### src/shared/apc_defs.vh
`ifndef APC_DEFS_VH
`define APC_DEFS_VH

// Register offsets on the plain register port
`define APC_ADDR_CTRL      4'h0
`define APC_ADDR_PULSE     4'h1
`define APC_ADDR_STATUS    4'h2

// Control register field positions
`define APC_CTRL_EN_ON     0
`define APC_CTRL_EN_OFF    1
`define APC_CTRL_EN_RST    2
`define APC_CTRL_PWR_INV   3
`define APC_CTRL_RST_INV   4
`define APC_CTRL_BLANK     5
`define APC_CTRL_RESET_VAL 8'h00

// Clock rate in hertz, times in milliseconds
`define APC_CLK_HZ         50000000
`define APC_T_ON_HOLD_MS   250
`define APC_T_LONG_HOLD_MS 4000
`define APC_T_PULSE_MS     1000
`define APC_T_EXTRA_MS     5000
`define APC_T_RST_MS       1000
// Pulse width register counts milliseconds
`define APC_PULSE_RESET_VAL 16'h03E8

`endif

### src/core/apc_power_reset.v
// Added by the designer: the strobed register port and the address map.
`timescale 1ns/100ps
`default_nettype none
`include "apc_defs.vh"

module apc_power_reset #(
    parameter integer CLK_HZ     = `APC_CLK_HZ,
    parameter integer MS_CYCLES  = CLK_HZ / 1000,
    parameter integer ON_HOLD_MS = `APC_T_ON_HOLD_MS,
    parameter integer LONG_MS    = `APC_T_LONG_HOLD_MS,
    parameter integer EXTRA_MS   = `APC_T_EXTRA_MS,
    parameter integer RST_MS     = `APC_T_RST_MS
) (
    input  wire        CLK,
    input  wire        RST,
    input  wire [3:0]  ADDR,
    input  wire [15:0] WDATA,
    input  wire        WR,
    input  wire        RD,
    output reg  [15:0] RDATA,
    input  wire        SENSE_PIN_ONE,
    input  wire        KEY_CONFIRM,
    input  wire        KEY_CANCEL,
    input  wire        WDOG_RESET,
    output reg         PWR_SW_O,
    output reg         PWR_SW_OE,
    output reg         HOST_RST_O,
    output reg         HOST_RST_OE,
    output reg         DISPLAY_BLANK,
    output reg         SELF_REBOOT
);

    // =========================================================
    // States
    localparam [2:0] ST_IDLE  = 3'h0;
    localparam [2:0] ST_PON   = 3'h1;
    localparam [2:0] ST_POFF  = 3'h2;
    localparam [2:0] ST_PEXT  = 3'h3;
    localparam [2:0] ST_HRST  = 3'h4;
    localparam [2:0] ST_BOOT  = 3'h5;
    localparam [2:0] ST_WAIT  = 3'h6;

    // =========================================================
    // Registers
    reg  [7:0]  ctrl_q;
    reg  [15:0] pulse_ms_q;
    wire        ms_tick_q;
    reg  [15:0] hold_ms_q;
    reg  [15:0] act_ms_q;
    reg  [2:0]  state_q;

    wire sense_on = SENSE_PIN_ONE; // Pad pull-down makes floating read as off
    wire en_on    = ctrl_q[`APC_CTRL_EN_ON];
    wire en_off   = ctrl_q[`APC_CTRL_EN_OFF];
    wire en_rst   = ctrl_q[`APC_CTRL_EN_RST];
    wire pwr_inv  = ctrl_q[`APC_CTRL_PWR_INV];
    wire rst_inv  = ctrl_q[`APC_CTRL_RST_INV];
    wire any_key  = KEY_CONFIRM | KEY_CANCEL;

    // Sequence that a held key qualifies, given current sense level
    wire want_on  = en_on  & ~sense_on & KEY_CONFIRM;
    wire want_off = en_off &  sense_on & KEY_CANCEL;
    wire want_rst = en_rst &  sense_on & KEY_CONFIRM;
    wire holding  = want_on | want_off | want_rst;

    // =========================================================
    // Register port; no fan state lives here, sense only appears in the status readback
    always @(posedge CLK or posedge RST) begin
        if (RST) begin
            ctrl_q     <= `APC_CTRL_RESET_VAL;
            pulse_ms_q <= `APC_PULSE_RESET_VAL;
            RDATA      <= 16'h0000;
        end else begin
            if (WR && ADDR == `APC_ADDR_CTRL)
                ctrl_q <= WDATA[7:0];
            if (WR && ADDR == `APC_ADDR_PULSE)
                pulse_ms_q <= (WDATA == 16'h0000) ? 16'h0001 : WDATA;
            if (RD) begin
                case (ADDR)
                    `APC_ADDR_CTRL:   RDATA <= {8'h00, ctrl_q};
                    `APC_ADDR_PULSE:  RDATA <= pulse_ms_q;
                    `APC_ADDR_STATUS: RDATA <= {11'h000, state_q, KEY_CANCEL, sense_on};
                    default:          RDATA <= 16'h0000;
                endcase
            end else begin
                RDATA <= 16'h0000;
            end
        end
    end

    // =========================================================
    // Millisecond time base
    // Slow ticks keep every hold and pulse counter at 16 bits;
    // the price is a timing grain of one millisecond.
    apc_ms_base #(
        .DIV    (MS_CYCLES),
        .WIDTH  (32)
    ) apc_ms_base_inst (
        .CLK    (CLK),
        .RST    (RST),
        .TICK   (ms_tick_q)
    );

    // =========================================================
    // Key sequencer
    always @(posedge CLK or posedge RST) begin
        if (RST) begin
            state_q     <= ST_IDLE;
            hold_ms_q   <= 16'h0000;
            act_ms_q    <= 16'h0000;
            PWR_SW_O    <= 1'b0;
            PWR_SW_OE   <= 1'b0;
            HOST_RST_O  <= 1'b0;
            HOST_RST_OE <= 1'b0;
            SELF_REBOOT <= 1'b0;
        end else begin
            SELF_REBOOT <= 1'b0;
            case (state_q)
                ST_IDLE: begin
                    PWR_SW_OE   <= 1'b0;
                    PWR_SW_O    <= 1'b0;
                    // Watchdog shares the reset pin with key resets
                    HOST_RST_OE <= WDOG_RESET;
                    // Watchdog drives the same active level as a key reset
                    HOST_RST_O  <= WDOG_RESET ? rst_inv : 1'b0;
                    if (!holding)
                        hold_ms_q <= 16'h0000;
                    else if (ms_tick_q)
                        hold_ms_q <= hold_ms_q + 16'h0001;
                    if (want_on && hold_ms_q >= ON_HOLD_MS[15:0]) begin
                        state_q   <= ST_PON;
                        act_ms_q  <= 16'h0000;
                        PWR_SW_OE <= 1'b1;
                        PWR_SW_O  <= pwr_inv;
                    end else if (want_off && hold_ms_q >= LONG_MS[15:0]) begin
                        state_q   <= ST_POFF;
                        act_ms_q  <= 16'h0000;
                        PWR_SW_OE <= 1'b1;
                        PWR_SW_O  <= pwr_inv;
                    end else if (want_rst && hold_ms_q >= LONG_MS[15:0] && !WDOG_RESET) begin
                        state_q     <= ST_HRST;
                        act_ms_q    <= 16'h0000;
                        HOST_RST_OE <= 1'b1;
                        HOST_RST_O  <= rst_inv;
                    end
                end
                ST_PON, ST_POFF: begin
                    if (ms_tick_q)
                        act_ms_q <= act_ms_q + 16'h0001;
                    if (ms_tick_q && act_ms_q + 16'h0001 >= pulse_ms_q) begin
                        act_ms_q <= 16'h0000;
                        if (state_q == ST_POFF && KEY_CANCEL) begin
                            state_q <= ST_PEXT;
                        end else begin
                            state_q   <= ST_WAIT;
                            PWR_SW_OE <= 1'b0;
                            PWR_SW_O  <= 1'b0;
                        end
                    end
                end
                ST_PEXT: begin
                    if (ms_tick_q)
                        act_ms_q <= act_ms_q + 16'h0001;
                    if (!KEY_CANCEL || (ms_tick_q && act_ms_q + 16'h0001 >= EXTRA_MS[15:0])) begin
                        state_q   <= ST_WAIT;
                        PWR_SW_OE <= 1'b0;
                        PWR_SW_O  <= 1'b0;
                    end
                end
                ST_HRST: begin
                    if (ms_tick_q)
                        act_ms_q <= act_ms_q + 16'h0001;
                    if (ms_tick_q && act_ms_q + 16'h0001 >= RST_MS[15:0]) begin
                        state_q     <= ST_BOOT;
                        HOST_RST_OE <= 1'b0;
                        HOST_RST_O  <= 1'b0;
                    end
                end
                ST_BOOT: begin
                    SELF_REBOOT <= 1'b1;
                    state_q     <= ST_WAIT;
                end
                ST_WAIT: begin
                    // Key must be released first so one press gives one pulse
                    hold_ms_q <= 16'h0000;
                    if (!any_key)
                        state_q <= ST_IDLE;
                end
                default: begin
                    state_q <= ST_IDLE;
                end
            endcase
        end
    end

    // =========================================================
    // Display blanking follows sense while enabled
    always @(posedge CLK or posedge RST) begin
        if (RST)
            DISPLAY_BLANK <= 1'b0;
        else
            DISPLAY_BLANK <= ctrl_q[`APC_CTRL_BLANK] & ~sense_on;
    end

endmodule // apc_power_reset

// =============================================================
// Millisecond tick generator
// One-cycle strobe every DIV clocks. Kept as its own module so a
// different clock rate only changes the divide parameter.
// Limitation: DIV must be at least 1; a DIV of 1 gives a tick
// on every clock edge after reset.
module apc_ms_base #(
    parameter integer DIV   = `APC_CLK_HZ / 1000,
    parameter integer WIDTH = 32
) (
    input  wire CLK,
    input  wire RST,
    output reg  TICK
);

    // =========================================================
    // Terminal count, cut to the counter width on purpose
    localparam [WIDTH-1:0] LAST = DIV - 1;
    localparam [WIDTH-1:0] ONE  = 1;

    reg  [WIDTH-1:0] cnt_q;

    // =========================================================
    // Free-running divider; tick is registered so it never glitches
    always @(posedge CLK or posedge RST) begin
        if (RST) begin
            cnt_q <= {WIDTH{1'b0}};
            TICK  <= 1'b0;
        end else if (cnt_q == LAST) begin
            cnt_q <= {WIDTH{1'b0}};
            TICK  <= 1'b1;
        end else begin
            cnt_q <= cnt_q + ONE;
            TICK  <= 1'b0;
        end
    end

endmodule // apc_ms_base

`default_nettype wire

### config.mk
export PLATFORM = sky130hd
export DESIGN_NAME = apc_power_reset
export DESIGN_NICKNAME = d
export VERILOG_FILES = /design/src/core/apc_power_reset.v
export VERILOG_INCLUDE_DIRS = /design/src /design/src/shared
export SDC_FILE = /design/constraint.sdc
export NUM_CORES = 1
export LEC_CHECK = 0
export BUFFER_PORTS_ARGS = -buffer_cell sky130_fd_sc_hd__buf_4
export CORE_ASPECT_RATIO = 0.7
export CORE_MARGIN = 4
export CORE_UTILIZATION = 23
export CTS_BUF_LIST = sky130_fd_sc_hd__clkbuf_2
export DETAILED_ROUTE_END_ITERATION = 10
export REMOVE_ABC_BUFFERS = 1
export SLEW_MARGIN = 20
export SYNTH_ARGS = -nofsm -noshare
export SYNTH_HDL_FRONTEND = slang
export SYNTH_SLANG_ARGS = --single-unit
### constraint.sdc
create_clock -name CLK -period 6 [get_ports CLK]
set_clock_uncertainty 0.15 [all_clocks]
set_input_delay 1.2 -clock CLK [delete_from_list [all_inputs] [get_ports CLK]]
set_output_delay 1.2 -clock CLK [all_outputs]
set_load 0.01 [all_outputs]
==> results.ini <==
[run_status]
status = finished clean

[timing]
fin_crit_ns = 4.57
fmax_mhz = 219
rsz0062_at_grt = no
setup_viol = 0
slew_viol_final = 0
min_period_over_period = 0.762
max_slew_margin = 0.335
hold_viol_final = 0
worstMarginPinSlew_ns = 0.994
setup-tns-final_ns = 0

[yosys]
synth_area_um2 = 6130
synth_cells = 618
synthDistinctLibCells = 60
ys_seq_area_frac = 0.467
yosys_warnings = 0
syn_area_per_cell_um2 = 9.92
synth_seq_cells = 114
ys.flop_type = dfrtp_1
async_flop_share = 1.00
synth_edf_count = 0

[die]
chipHeight_um = 145
die_x_um = 203
ios = 50
core_area_um2 = 25900
dieArea_um2 = 29400
initial_utilization = 0.236
core.rowCount = 49

[worst_setup_path]
criticalPathCategory = register to register
worstPathArrival_ns = 5.03
ff2ff_path_depth = 13
cpPeakStageDelay_ns = 0.88
r2r_setup_slack_ns = 1.43
timing.critical_path.mode_cell = a31oi_1
required_ns = 6.45
crit_path_max_fanout = 26
r2r_start = act_ms_q[0]
end_kind = register
r2r-end = act_ms_q[13]
crit_path_start_kind = register
path_cells = ha_1 > nand2_1 > nor3_2 > xor2_1 > ha_1 > and4_1 > o2111ai_1 > a31oi_1 > a2111oi_4 > a31oi_1 > a211oi_4 > or2b_1 > a31oi_1
slowest_stage = a211oi_4

[cells_and_area]
stdcell_count = 1033
area_growth_pct = 16.0
multi_input_area_um2 = 3040
drive_gt1_frac = 0.185
finalInstanceArea_um2 = 7110
fillCellCount = 2734
seqCellArea_um2 = 2860
fin_nets = 710

[global_route]
grt_pass1_wl_mm = 24.2
overflow = 0
grt_pass1_vias = 4461
grt_max_degree = 78
track_usage = 0.104
antenna_found_initial = 0

[placement]
port_buffers = 49
routabilityCongestion = 0.836
placedCellCount = 1000
placed_area_um2 = 6830
dpl.hpwl_mm = 10.7

[clock_tree]
clockBufferDepth = 2
h-tree-depth = 4
cts-root-buf = clkbuf_2
cts_sinks = 114
post-cts-setup-buffers = 0
cts_tree = yes
cts_buffers = 17
clk_pin_slew_ns = 0.18
cts-hold-fix-buffers = 0
ctsResizeCount = 0
insertion_delay_ns = 0.71

[power_and_ir_drop]
leakage_nw = 3.23
powerDensity_nw_per_um2 = 269
irDropWorstVdd_mv = 0.0972

[job]
cap_viol_max_count = 0

[detailed_routing]
drt_first_pass_iters = 8
viasPerCell = 4.47
vias = 4613
wl_per_cell_um = 14.0
drc = 0
drtIter0Drc = 359
wl_mm = 14.5
drtAntennaViolNets = 0

[min_path]
hold_depth = 1
worst_hold_path.endpoint = apc_ms_base_inst.cnt_q[31]
hp-class = register to register
hold_start = apc_ms_base_inst.cnt_q[31]

==> layer usage <==
layer / GRT usage / routed length [um] / vias up
met3: 0.0294 / 497 / 22
met5: 0 / 0 / -
li1: - / - / 2276
met2: 0.149 / 6330 / 78
met1: 0.150 / 7360 / 2237
met4: 0.0333 / 291 / 0
==> layout by cell type, fill, tap and decap left out, types with 3 or more instances in the layout <==
master / instances
a21oi_1: 25
o2111ai_1: 3
xnor2_1: 27
o21a_1: 4
nand4_1: 12
xor2_1: 30
nand3b_1: 3
bufinv_16: 4
and4_1: 3
clkinv_1: 4
a41oi_1: 4
dfrtp_1: 108
a22o_1: 6
buf_4: 51
or2b_1: 4
clkbuf_2: 21
nor3_1: 16
nor4_1: 14
nand2_1: 49
nand3_1: 32
nand2b_1: 5
and3_1: 12
mux2_2: 27
inv_1: 27
ha_1: 20
a31oi_1: 14
nor2b_1: 5
nor2_1: 67
mux2i_1: 11
or3_1: 3
o21ai_0: 17
dfstp_2: 6
a21o_1: 5
==> per-stage QoR <==
stage	utilization	total power, mW	hold slack [ns]	setup WS (ns)
floorplan	-	1.20	0.293	1.64
global placement	0.263	1.35	0.309	1.64
detailed placement	0.263	1.35	0.316	1.44
CTS	0.274	1.94	0.339	1.43
global route	0.274	2.04	0.367	1.01
finish	0.274	1.91	0.334	1.43
==> flip-flops by register name, summed over array words and instances, names as in the netlist <==
signal                  cells
ctrl_q                      8
RDATA                      16
DISPLAY_BLANK               1
apc_ms_base_inst.cnt_q     32
PWR_SW_O                    1
SELF_REBOOT                 1
hold_ms_q                  16
PWR_SW_OE                   1
HOST_RST_OE                 1
state_q                     3
act_ms_q                   16
pulse_ms_q                 16
HOST_RST_O                  1
apc_ms_base_inst.TICK       1
==> cell usage after synthesis (3+ instances only) <==
| cell type | count | area (um^2) |
|---|---|---|
| a21o_1 | 5 | 37.5 |
| xor2_1 | 30 | 263 |
| nand4_1 | 12 | 75.1 |
| nand3_1 | 32 | 160 |
| nand2b_1 | 5 | 31.3 |
| xnor2_1 | 27 | 236 |
| a22o_1 | 6 | 52.6 |
| nor2b_1 | 5 | 31.3 |
| a41oi_1 | 4 | 35.0 |
| mux2_2 | 27 | 304 |
| and3_1 | 12 | 75.1 |
| a31oi_1 | 14 | 87.6 |
| ha_1 | 20 | 250 |
| o21a_1 | 4 | 30.0 |
| o21ai_0 | 17 | 85.1 |
| or2b_1 | 4 | 30.0 |
| buf_2 | 7 | 35.0 |
| o2111ai_1 | 3 | 26.3 |
| nor2_1 | 67 | 251 |
| inv_1 | 28 | 105 |
| dfrtp_1 | 108 | 2700 |
| or3_1 | 3 | 18.8 |
| nand3b_1 | 3 | 22.5 |
| dfstp_2 | 6 | 158 |
| mux2i_1 | 11 | 110 |
| nor3_1 | 16 | 80.1 |
| nand2_1 | 49 | 184 |
| a21oi_1 | 26 | 130 |
| clkbuf_1 | 14 | 52.6 |
| and4_1 | 3 | 26.3 |
| nor4_1 | 14 | 87.6 |
==> critical path: cells and delay by family, from the launching register on <==
| family | cells | cell delay, ns |
|---|---|---|
| flip-flops | 1 | 0.45 |
| AND/OR/NAND/NOR | 4 | 1.16 |
| AO/OA/AOI/OAI | 6 | 1.88 |
| adder cells (fa/ha/maj) | 2 | 0.65 |
| XOR/XNOR | 1 | 0.19 |
==> cells by family after synthesis <==
family | synth area share
flops | 0.467
simple gates | 0.193
compound gates | 0.109
mux | 0.0676
xor+xnor | 0.0841
fa+ha+maj | 0.0408
buf+inv | 0.0388
==> report_power, final <==
part	total, mW	internal, mW	switching (mW)
registers	0.927	0.840	0.0872
logic	0.411	0.168	0.242
clock network	0.575	0.277	0.297
total	1.91	1.29	0.627
==> cell type report <==
cell class | count | share of cell area
inverter | 29 | 0.0160
clock inverter | 11 | 0.0227
sequential | 114 | 0.402
timing repair buffer | 51 | 0.0539
tap | 357 | 0.0628
antenna | 1 | 0.000352
multi-input combinational | 449 | 0.427
clock buffer | 21 | 0.0148
==> how the worst max path moves through the flow <==
stage / start / endpoint / slack (ns)
2_1_floorplan: RST / DISPLAY_BLANK / 1.64
3_3_place_gp: act_ms_q[0] / act_ms_q[13] / 1.64
3_5_place_dp: act_ms_q[0] / act_ms_q[9] / 1.44
4_1_cts: act_ms_q[0] / act_ms_q[13] / 1.43
5_1_grt: act_ms_q[0] / act_ms_q[13] / 1.01
6_report: act_ms_q[0] / act_ms_q[13] / 1.43
(Power assumes the default switching activity.)
